[src/core/csp_map.svh]
// offsets, field positions, reset values and timing counts of the cpu status readout
`ifndef CSP_MAP_SVH
`define CSP_MAP_SVH

// ************************************************************
// register indices (byte address is four times the index)
// ************************************************************
`define CSP_IDX_THR2_CUR   8'h69
`define CSP_IDX_THR2_AVG   8'h6a
`define CSP_IDX_PIN_LEVELS 8'h6b
`define CSP_IDX_CPU1_VID   8'h6c
`define CSP_IDX_CPU2_VID   8'h6d
`define CSP_IDX_MODE_CTRL  8'hbd
`define CSP_ADDR(i)        ({22'h000000, (i), 2'b00})

// ************************************************************
// fields and reset values
// ************************************************************
`define CSP_MODE_LSB       0
`define CSP_MODE_MSB       1
`define CSP_RST_BYTE       8'h00
`define CSP_RST_MODE       2'h0
`define CSP_THR_MIN_CODE   8'h01

// ************************************************************
// timing
// ************************************************************
`define CSP_CLK_PERIOD_NS  25
`define CSP_VID_STABLE_NS  600
// least time, rounded up to whole cycles
`define CSP_VID_STABLE_CYC \
  ((`CSP_VID_STABLE_NS + `CSP_CLK_PERIOD_NS - 1) / `CSP_CLK_PERIOD_NS)
`define CSP_SYNC_STAGES    2

`endif

[src/core/csp_pkg.sv]
// types shared by the cpu status readout
package csp_pkg;
  // voltage-identification layouts, in the order of the mode field
  typedef enum logic [1:0] {
    six_bit_ident_mode,
    extended_seven_bit_mode,
    newer_regulator_first_mode,
    newer_regulator_second_mode
  } csp_vid_mode_e;
  typedef logic [7:0] csp_byte_t;
endpackage

[src/core/csp_top.sv]
// cpu status and pin readout register bank on an ahb-lite slave port
//
// What this block does
// - new average equals old average plus current value, halved, same update
// - any nonzero throttle time below one step reads as code one
// - pin level bits read one for a low pin, zero for high, unlatched
// - mode field in the control register picks both identification layouts
// - six-bit mode: cpu one pins 5:0 in bits 5:0, bits 7:6 zero
// - seven-bit and newer first modes: cpu one pins 6:0, bit 7 zero
// - newer second mode: cpu one pins 7:1 in bits 7:1, bit 0 zero
// - identification registers update only after pins hold steady 600 ns
// - cpu two uses same layouts; six-bit mode pins 5:0, upper zero
// - seven-bit mode: cpu two pins 6:0 in bits 6:0, bit 7 zero
// - current throttle loads at interval end; average updates the same instant
//
// Chosen here: the AHB-Lite register port.
`timescale 1ns/1ps
`include "csp_map.svh"
module csp_top #(
  parameter int VID_STABLE_CYC = `CSP_VID_STABLE_CYC
) (
  // clock and reset
  input  wire logic               clk_sys,
  input  wire logic               rst_n,
  // ahb-lite slave
  input  wire logic               hsel,
  input  wire logic [31:0]        haddr,
  input  wire logic [1:0]         htrans,
  input  wire logic               hwrite,
  input  wire logic [2:0]         hsize,
  input  wire logic [31:0]        hwdata,
  input  wire logic               hready,
  output logic      [31:0]        hrdata,
  output logic                    hreadyout,
  output logic                    hresp,
  // throttle interval measurement
  input  wire logic               thr_load,
  input  wire csp_pkg::csp_byte_t thr_code,
  input  wire logic               thr_nonzero,
  // pins
  input  wire logic [7:0]         gpio_pins,
  input  wire logic [7:0]         cpu1_vid_pins,
  input  wire logic [7:0]         cpu2_vid_pins
);
  import csp_pkg::*;

  // ************************************************************
  // elaboration checks
  // ************************************************************
  if (VID_STABLE_CYC < 1) begin : g_bad
    $error("csp_top: VID_STABLE_CYC must be at least 1");
  end

  // ************************************************************
  // register state
  // ************************************************************
  csp_byte_t     cur_thr2;
  csp_byte_t     avg_cpu2_throttle_pct;
  csp_byte_t     input_pin_levels;
  csp_byte_t     cpu1_voltage_ident;
  csp_byte_t     cpu2_voltage_ident;
  csp_vid_mode_e vid_mode;

  // ************************************************************
  // input synchronisers
  // ************************************************************
  logic [7:0] gpio_s1;
  logic [7:0] gpio_s2;
  logic [7:0] vid1_s1;
  logic [7:0] vid1_s2;
  logic [7:0] vid2_s1;
  logic [7:0] vid2_s2;
  logic [7:0] vid1_stable;
  logic [7:0] vid2_stable;

  // first stage feeds only the second; pins are asynchronous to clk_sys
  always_ff @(posedge clk_sys) begin
    if (!rst_n) begin
      gpio_s1 <= 8'hff;
      gpio_s2 <= 8'hff;
      vid1_s1 <= 8'h00;
      vid1_s2 <= 8'h00;
      vid2_s1 <= 8'h00;
      vid2_s2 <= 8'h00;
    end else begin
      gpio_s1 <= gpio_pins;
      gpio_s2 <= gpio_s1;
      vid1_s1 <= cpu1_vid_pins;
      vid1_s2 <= vid1_s1;
      vid2_s1 <= cpu2_vid_pins;
      vid2_s2 <= vid2_s1;
    end
  end

  // ************************************************************
  // identification stability filters
  // ************************************************************
  csp_vid_filter #(
    .W (8),
    .N (VID_STABLE_CYC)
  ) u_vid1_filter (
    .clk_sys (clk_sys),
    .rst_n   (rst_n),
    .pins    (vid1_s2),
    .stable  (vid1_stable)
  );

  csp_vid_filter #(
    .W (8),
    .N (VID_STABLE_CYC)
  ) u_vid2_filter (
    .clk_sys (clk_sys),
    .rst_n   (rst_n),
    .pins    (vid2_s2),
    .stable  (vid2_stable)
  );

  // ************************************************************
  // layout and throttle helpers
  // ************************************************************
  // place filtered pins by mode; reserved bits read zero
  function automatic csp_byte_t vid_layout(input csp_vid_mode_e m,
                                           input logic [7:0] p);
    csp_byte_t r;
    r = 8'h00;
    case (m)
      six_bit_ident_mode:          r = {2'b00, p[5:0]};
      extended_seven_bit_mode:     r = {1'b0, p[6:0]};
      newer_regulator_first_mode:  r = {1'b0, p[6:0]};
      newer_regulator_second_mode: r = {p[7:1], 1'b0};
      default:                     r = 8'h00;
    endcase
    return r;
  endfunction

  // never let real throttling round down to a zero code
  function automatic csp_byte_t thr_floor(input csp_byte_t v, input logic any);
    return (v == 8'h00 && any) ? `CSP_THR_MIN_CODE : v;
  endfunction

  csp_byte_t next_cur_thr2;
  csp_byte_t next_avg;
  logic [8:0] avg_sum;

  // the sum needs nine bits so the halving never loses the carry
  always_comb begin
    next_cur_thr2 = thr_floor(thr_code, thr_nonzero);
    avg_sum       = {1'b0, avg_cpu2_throttle_pct} + {1'b0, next_cur_thr2};
    next_avg      = thr_floor(avg_sum[8:1], avg_sum != 9'h000);
  end

  // ************************************************************
  // throttle registers
  // ************************************************************
  // current and average move on the same edge at interval end
  always_ff @(posedge clk_sys) begin
    if (!rst_n) begin
      cur_thr2              <= `CSP_RST_BYTE;
      avg_cpu2_throttle_pct <= `CSP_RST_BYTE;
    end else if (thr_load) begin
      cur_thr2              <= next_cur_thr2;
      avg_cpu2_throttle_pct <= next_avg;
    end
  end

  // ************************************************************
  // pin level and identification registers
  // ************************************************************
  // pin levels follow the synchronised pins every cycle, inverted
  always_ff @(posedge clk_sys) begin
    if (!rst_n) begin
      input_pin_levels <= `CSP_RST_BYTE;
    end else begin
      input_pin_levels <= ~gpio_s2;
    end
  end

  // layout follows the mode at once; the pins only via the filter
  always_ff @(posedge clk_sys) begin
    if (!rst_n) begin
      cpu1_voltage_ident <= `CSP_RST_BYTE;
      cpu2_voltage_ident <= `CSP_RST_BYTE;
    end else begin
      cpu1_voltage_ident <= vid_layout(vid_mode, vid1_stable);
      cpu2_voltage_ident <= vid_layout(vid_mode, vid2_stable);
    end
  end

  // ************************************************************
  // ahb-lite slave
  // ************************************************************
  logic        addr_ok;
  logic        wr_pend;
  logic [31:0] wr_addr;
  csp_byte_t   rd_byte;

  assign addr_ok = hsel && htrans[1] && hready;

  // read decode; unmapped addresses read as zero with an okay response
  always_comb begin
    case (haddr)
      `CSP_ADDR(`CSP_IDX_THR2_CUR):   rd_byte = cur_thr2;
      `CSP_ADDR(`CSP_IDX_THR2_AVG):   rd_byte = avg_cpu2_throttle_pct;
      `CSP_ADDR(`CSP_IDX_PIN_LEVELS): rd_byte = input_pin_levels;
      `CSP_ADDR(`CSP_IDX_CPU1_VID):   rd_byte = cpu1_voltage_ident;
      `CSP_ADDR(`CSP_IDX_CPU2_VID):   rd_byte = cpu2_voltage_ident;
      `CSP_ADDR(`CSP_IDX_MODE_CTRL):  rd_byte = {6'h00, vid_mode};
      default:                        rd_byte = 8'h00;
    endcase
  end

  // zero wait states: read data is captured in the address phase
  always_ff @(posedge clk_sys) begin
    if (!rst_n) begin
      hrdata    <= 32'h00000000;
      hreadyout <= 1'b0;
      hresp     <= 1'b0;
    end else begin
      hreadyout <= 1'b1;
      hresp     <= 1'b0;
      hrdata    <= (addr_ok && !hwrite) ? {24'h000000, rd_byte} : 32'h00000000;
    end
  end

  // remember a write until its data phase
  always_ff @(posedge clk_sys) begin
    if (!rst_n) begin
      wr_pend <= 1'b0;
      wr_addr <= 32'h00000000;
    end else begin
      wr_pend <= addr_ok && hwrite;
      wr_addr <= haddr;
    end
  end

  // only the mode field is writable; all else here is read-only
  always_ff @(posedge clk_sys) begin
    if (!rst_n) begin
      vid_mode <= csp_vid_mode_e'(`CSP_RST_MODE);
    end else if (wr_pend && wr_addr == `CSP_ADDR(`CSP_IDX_MODE_CTRL)) begin
      vid_mode <= csp_vid_mode_e'(hwdata[`CSP_MODE_MSB:`CSP_MODE_LSB]);
    end
  end

  // pipeline age of gpio, so the three-cycle look-back stays inside reset-free time
  logic [1:0] age;
  always_ff @(posedge clk_sys) begin
    if (!rst_n) begin
      age <= 2'h0;
    end else if (age != 2'h3) begin
      age <= age + 2'h1;
    end
  end
endmodule

[src/core/csp_vid_filter.sv]
// stability filter for one processor's identification pins
`timescale 1ns/1ps
module csp_vid_filter #(
  parameter int W = 8,
  parameter int N = 24
) (
  // clock and reset
  input  wire logic         clk_sys,
  input  wire logic         rst_n,
  // synchronised pins in, filtered value out
  input  wire logic [W-1:0] pins,
  output logic      [W-1:0] stable
);
  localparam int CW = $clog2(N + 1);
  localparam logic [CW-1:0] LAST = CW'(N);

  logic [W-1:0]  prev;
  logic [CW-1:0] cnt;

  // refuse counts the counter cannot serve
  if (N < 1 || W < 1) begin : g_bad
    $error("csp_vid_filter: N and W must be at least 1");
  end

  // count cycles the pins have held one value
  always_ff @(posedge clk_sys) begin
    if (!rst_n) begin
      prev <= '0;
      cnt  <= '0;
    end else begin
      prev <= pins;
      if (pins != prev) begin
        cnt <= '0;
      end else if (cnt != LAST) begin
        cnt <= cnt + CW'(1);
      end
    end
  end

  // take the value only once it has held long enough; glitches never land
  always_ff @(posedge clk_sys) begin
    if (!rst_n) begin
      stable <= '0;
    end else if (cnt == LAST && pins == prev) begin
      stable <= prev;
    end
  end
endmodule

[config.mk]
export PLATFORM = sky130hd
export DESIGN_NAME = csp_top
export DESIGN_NICKNAME = d
export VERILOG_FILES = /design/src/core/csp_pkg.sv /design/src/core/csp_top.sv /design/src/core/csp_vid_filter.sv
export VERILOG_INCLUDE_DIRS = /design/src /design/src/core
export SDC_FILE = /design/constraint.sdc
export NUM_CORES = 1
export LEC_CHECK = 0
export BUFFER_PORTS_ARGS = -buffer_cell sky130_fd_sc_hd__buf_4
export CAP_MARGIN = 20
export CELL_PAD_IN_SITES_DETAIL_PLACEMENT = 1
export CELL_PAD_IN_SITES_GLOBAL_PLACEMENT = 1
export CORE_MARGIN = 5
export CORE_UTILIZATION = 37
export CTS_CLUSTER_DIAMETER = 120
export DETAILED_ROUTE_END_ITERATION = 8
export HOLD_SLACK_MARGIN = 0.15
export PLACE_DENSITY_LB_ADDON = 0.1
export SLEW_MARGIN = 20
export SYNTH_ARGS = -nofsm -noshare
export SYNTH_HDL_FRONTEND = slang
export SYNTH_HIERARCHICAL = 1
export SYNTH_SLANG_ARGS = --single-unit
[constraint.sdc]
create_clock -name clk_sys -period 3.3 [get_ports clk_sys]
set_clock_uncertainty 0.15 [all_clocks]
set_input_delay 0.99 -clock clk_sys [delete_from_list [all_inputs] [get_ports clk_sys]]
set_output_delay 0.99 -clock clk_sys [all_outputs]
set_load 0.1 [all_outputs]
== After elaboration in Yosys (flattened, before gate mapping) ==
Cells that the tools add are included.

* Input port bits: 108
* Bits in registers: 198

* Reduce and logical (&&, ||, !) cells: 18
* Add/subtract/negate cells: 3
* Bitwise logic cells: 2
* Mux-type cells: 6
* Eq/ne operators: 18

{| class="wikitable"
|+ Operators with widths
! cell !! count
|-
| 32-bit by 9-bit equality test with 1-bit output, second input constant || 5
|-
| 32-bit by 10-bit equality test with 1-bit output, second input constant || 2
|-
| 8-bit case mux with 3 select lines || 2
|-
| 8-bit case mux with 6 select lines || 1
|-
| 8-bit equality test || 2
|-
| 8-bit logical NOT || 2
|-
| 8-bit two-way mux || 2
|-
| 8-bit inequality test || 2
|-
| 5-bit by 1-bit adder with 5-bit output, second input constant || 2
|-
| 5-bit equality test, second input constant || 2
|-
| 5-bit inequality test, second input constant || 2
|-
| 8-bit by 8-bit adder with 9-bit output || 1
|-
| 1-bit logical AND || 9
|-
| 9-bit nonzero test || 1
|-
| 8-bit NOT || 1
|-
| 2-bit OR reduction || 3
|-
| 2-bit equality test, second input constant || 2
|-
| 2-bit by 1-bit equality test with 1-bit output, second input constant || 1
|-
| 2-bit logical NOT || 1
|-
| 2-bit AND reduction || 1
|-
| 1-bit logical NOT || 1
|-
| 1-bit two-way mux || 1
|-
| 1-bit NOT || 1
|}

== Depth between registers and ports, before layout ==
* Word-level depth: 7
* Gate-level depth with buffers: 11
* Gate-level depth less buffers: 11

== Modules after synthesis ==
The synthesis kept the hierarchy.

{| class="wikitable"
|+ Modules (own cells, without submodules)
! module !! area each (um^2) !! instances !! cells an instance
|-
| csp_top || 4944.7 || 1 || 481
|-
| csp_vid_filter || 863.3 || 2 || 88
|}

== Worst setup path after synthesis ==
No wires, ideal clock.

* Path type: input to register
* From: in thr_code[5]
* To: reg avg_cpu2_throttle_pct[0]
* Stages on the path: 10
* Path slack: 15 ps
* Data required time: 3063 ps
* Data arrival time: 3048 ps
* Cells stage by stage: nor4b_1 a21o_1 ha_1 inv_1 fa_1 nor2b_1 o31a_1 a21oi_1 or4_1 o31ai_1

* Cells in the longest elaborated chain, start to end: 7
* Elaborated cells on any way between the ends: 8

{| class="wikitable"
|+ Ends and longest elaborated chain
! what !! RTL line !! RTL
|-
| start: declaration || csp_top.sv:38 || <nowiki>input wire csp_pkg::csp_byte_t thr_code,</nowiki>
|-
| 8-bit logical NOT (*) || csp_top.sv:138 || <nowiki>return (v == 8'h00 && any) ? `CSP_THR_MIN_CODE : v;</nowiki>
|-
| 1-bit logical AND (*) || csp_top.sv:138 ||
|-
| 8-bit two-way mux (*) || csp_top.sv:138 ||
|-
| named net next_cur_thr2[0] || csp_top.sv:141 || <nowiki>csp_byte_t next_cur_thr2;</nowiki>
|-
| 8-bit by 8-bit adder with 9-bit output (*) || csp_top.sv:148 || <nowiki>avg_sum = {1'b0, avg_cpu2_throttle_pct} + {1'b0, next_cur_thr2};</nowiki>
|-
| 9-bit nonzero test or 8-bit logical NOT (tied branches) || csp_top.sv:149, csp_top.sv:138 ||
|-
| 1-bit logical AND || csp_top.sv:138 ||
|-
| 8-bit two-way mux (*) || csp_top.sv:138 ||
|-
| end signal: assignment || csp_top.sv:159 || <nowiki>avg_cpu2_throttle_pct <= `CSP_RST_BYTE;</nowiki>
|-
| end signal: assignment || csp_top.sv:162 || <nowiki>avg_cpu2_throttle_pct <= next_avg;</nowiki>
|-
| end: declaration || csp_top.sv:58 || <nowiki>csp_byte_t avg_cpu2_throttle_pct;</nowiki>
|}

The timed path passes the listed nets; every way through them passes the cells marked *.
A chain may end at the register's enable or synchronous reset.

== Worst setup path after layout ==
* From: in thr_code[6]
* To: reg avg_cpu2_throttle_pct[0]

Same word-level chain as after synthesis.

==> tab_implementation.tex <==
\begin{tabular}{lr}
\hline
Metric & Value \\
\hline
\multicolumn{2}{l}{\textbf{Detailed routing}} \\
TritonRoute pass-1 iters & 5 \\
Post-route antenna net violation count & 0 \\
DRC violations left & 0 \\
Routed length per placed instance & 14.65 µm \\
Top routing layer in use & met4 \\
Met1 Wirelength & 6458 µm \\
Number of vias after detailed routing & 4481 \\
Per-cell via count in the routed design & 4.572 \\
Total length of routed met3 wires & 657 µm \\
Length of routed met2 wiring & 6962 µm \\
Aggregate routed wire length & 14360 µm \\
Detailed Route Iter0 Violations & 175 \\
\multicolumn{2}{l}{\textbf{Synthesis}} \\
Synth async-reset ratio & 0\% \\
Netlist area before placement & 6671 µm² \\
Number of distinct library cells after synthesis & 51 \\
Ranking of synthesized cells by area & dfxtp\_1 (52\%), and2\_1 (9.3\%), mux2i\_1 (6.0\%) \\
Count of state elements after synthesis & 174 \\
Most common flop cell mapped by yosys & dfxtp\_1 \\
Cell type with the highest aggregate area in the netlist & dfxtp\_1 \\
Synthesized area per cell & 10.15 µm² \\
Count of mapped cells out of synthesis & 657 \\
Synth top cells by count & dfxtp\_1 (174), and2\_1 (99), mux2i\_1 (40), nand2\_1 (40), nor2\_1 (34) \\
Area share of the largest cell type after synthesis & 52.21\% \\
Dominant cell by count in the synthesized netlist & dfxtp\_1 \\
Share of synthesized area occupied by flip-flops and latches & 52.21\% \\
Yosys synthesis warning count & 6 \\
EDFF count, synth & 0 \\
\multicolumn{2}{l}{\textbf{Clocking}} \\
Worst-Skew Late Latency & 0.42 ns \\
Clock Pin Slew Worst Setup and Hold Paths & 0.06 ns \\
H-tree depth & 4 \\
Clock tree from TritonCTS & yes \\
Count of hold-fix buffers inserted at cts & 0 \\
Root Buffer & clkbuf\_16 \\
Sink count of the clock tree & 174 \\
Clock buffer depth & 2 \\
Total clock buffers created by CTS & 17 \\
\multicolumn{2}{l}{\textbf{Power and ir drop}} \\
Portion of total power attributed to the clock network & 44.1\% \\
Worst IR drop on VDD & 379.9 µV \\
Static leakage & 3.353 nW \\
Switching Power & 1.181 mW \\
Flop pwr share & 45.0\% \\
Fraction of power consumed by combinational cells & 10.9\% \\
P per Cell Area & 606.4 nW/µm² \\
Power consumption & 4.936 mW \\
Switching power share of the total & 23.92\% \\
Int Pwr & 3.755 mW \\
\multicolumn{2}{l}{\textbf{Worst setup path}} \\
Crit path arrival time & 3.36 ns \\
Highest cell delay on the worst timing path & 0.37 ns \\
Worst reg2reg endpoint & avg\_cpu2\_throttle\_pct[0] \\
Critical path class & in -> reg \\
R2R Setup Slk & 0.85 ns \\
Critical path launch point type & input pin \\
Required time of the critical path & 3.49 ns \\
Beginning of the worst register-to-register path & avg\_cpu2\_throttle\_pct[0] \\
Critical Path Sink Type & flip-flop \\
Buffering stage count on the worst path with inverters included & 3 \\
Slowest library cell on the worst path & or3\_1 \\
Category of cells accounting for the largest share of critical-path delay & simple AND/OR/NAND/NOR gates \\
Logic depth of the worst register-to-register path & 10 \\
CP max FO & 3 \\
Cell-by-cell trace of the critical path & buf\_4, nor4b\_4, buf\_4, a21o\_1, ha\_1, inv\_1, fa\_2, nor2b\_2, o31a\_1, o31a\_1, a21oi\_1, or3\_1, o31ai\_2 \\
\multicolumn{2}{l}{\textbf{Min path}} \\
Hold Path Sink & input\_pin\_levels[1] \\
Worst hold path startpoint & gpio\_s2[1] \\
Class of the worst hold path & reg -> reg \\
Number of stages on the worst hold path & 1 \\
\multicolumn{2}{l}{\textbf{STA}} \\
Clock period minus worst slack & 3.172 ns \\
Final period util & 96.12\% \\
Endpoints failing setup & 0 \\
Peak clock frequency supported by timing & 315.3 MHz \\
Setup repair after global routing missed its margin & true \\
Post-route setup TNS & 0 ns \\
Slew at the pin closest to its max-slew limit & 0.5346 ns \\
Post-route worst hold slack & 0.2332 ns \\
Normalized max-slew margin & 64.24\% \\
Final setup slack of the worst path & 0.1282 ns \\
Final Hold Viols & 0 \\
Slew Viols, Final & 0 \\
\multicolumn{2}{l}{\textbf{Global route}} \\
Via count of the first global-routing pass & 4802 \\
Antenna violations before repair & 0 \\
Total routing usage reported by global routing & 14.33\% \\
Overflow left after global routing & 0 \\
Wire length of the first global-routing pass & 23580 µm \\
Pin count of the biggest net entering global routing & 41 \\
\multicolumn{2}{l}{\textbf{Outcome}} \\
Result of the run & finished, final reports clean \\
\multicolumn{2}{l}{\textbf{Floorplanning}} \\
Full die area & 20820 µm² \\
Number of core rows & 49 \\
Core Region & 17840 µm² \\
I/O pin cnt & 142 \\
Starting Density & 37.39\% \\
DIE HEIGHT & 144.3 µm \\
Width of the chip & 144.3 µm \\
\multicolumn{2}{l}{\textbf{Cells and area}} \\
Post-route insts no fill & 980 \\
Total area of multi-input combinational cells & 2918 µm² \\
Largest register FFs & 32 \\
Area Overhead vs Synth & 22.02\% \\
Register area & 3483 µm² \\
Register with the most flip-flops & wr\_addr \\
Final cell utilization of the core & 45.63\% \\
Final-layout fill cell count & 1991 \\
Total number of nets in the final design & 863 \\
Ant. Diodes & 0 \\
Share of post-route cells with drive strength above 1 & 18.91\% \\
Cell area after layout & 8140 µm² \\
\multicolumn{2}{l}{\textbf{Placed design}} \\
Final HPWL DP & 10560 µm \\
Cell area after placement & 7462 µm² \\
RePlAce Congestion & 0.8495 \\
Number of buffers inserted by port buffering & 82 \\
Inst Count DP & 949 \\
Place WS & -0.5979 ns \\
\multicolumn{2}{l}{\textbf{Flow run}} \\
Number of max-capacitance violations reported & 0 \\
\hline
\end{tabular}
## kinds of logic (layout without fill, tap and decap cells)
group | count (synthesis) | in the layout | synth area share (%)
compound gates | 51 | 51 | 5.345
xor+xnor | 28 | 28 | 3.676
fa+ha+maj | 15 | 15 | 2.926
buf+inv | 77 | 147 | 5.776
flops | 174 | 174 | 52.21
mux | 40 | 40 | 6.001
other cells | 1 | 25 | 0.05621
simple gates | 271 | 271 | 24.01
## worst max path at each step
stage / startpoint / to / slack [ns] / depth (start not counted)
floorplan: thr_code[5] / avg_cpu2_throttle_pct[0] / 0.02 / 10
global placement: thr_code[7] / avg_cpu2_throttle_pct[0] / -0.49 / 12
detailed placement: thr_code[7] / avg_cpu2_throttle_pct[0] / -0.60 / 12
CTS: thr_code[5] / avg_cpu2_throttle_pct[0] / 0.004 / 12
global route: thr_code[6] / avg_cpu2_throttle_pct[0] / -0.04 / 13
finish: thr_code[6] / avg_cpu2_throttle_pct[0] / 0.13 / 13
## layer usage
metal | track usage, % | up-vias
met5 | 0 | -
met4 | 5.695 | 0
met3 | 3.439 | 18
met2 | 24.07 | 85
met1 | 17.74 | 2099
li1 | - | 2279
## layout by cell type, fill, tap and decap left out, drive strengths merged, types with 2 or more instances in the layout
cell,n
or3,4
or4,2
nand2b,19
o22ai,8
xnor2,22
nand4,8
nand4b,2
conb,25
mux2i,40
and2,99
nand3,8
nor3,7
nor4b,2
a21o,2
o21a,2
nor2b,26
o21ba,2
a21oi,8
clkbuf,18
nand2,40
a31oi,8
buf,98
clkinv,3
and3,2
bufinv,5
o31a,2
a22oi,8
nor4,11
inv,23
nand3b,2
xor2,6
nor2,34
dfxtp,174
o211ai,3
ha,14
o21ai,4
## area by class of cell
class                           count  area share (%)
Tap cell                          229           3.520
Inverter                           19          0.8761
Clock buffer                       18           5.395
Timing Repair Buffer               98           9.038
Sequential cell                   174           42.79
Multi-Input combinational cell    430           35.84
Clock inverter                     12           2.536
## repair_timing
| action | 4_1_cts | 5_1_grt |
|---|---|---|
| resized for setup | 3 | 2 |
| pin swaps | 1 | 3 |
| buffers inserted | 1 | 0 |
| setup endpoints to repair | 1 | 2 |
| cloned | 0 | 0 |
## power by group through the flow
| stage | Sequential (mW) | Combinational, mW | Clock, mW |
|---|---|---|---|
| global route | 2.23 | 0.586 | 2.33 |
| CTS | 2.22 | 0.540 | 2.25 |
| finish | 2.22 | 0.536 | 2.18 |
| floorplan | 2.26 | 0.393 | 0 |
| global placement | 2.27 | 0.514 | 0 |
| detailed placement | 2.27 | 0.531 | 0 |
(Power assumes the default switching activity.)
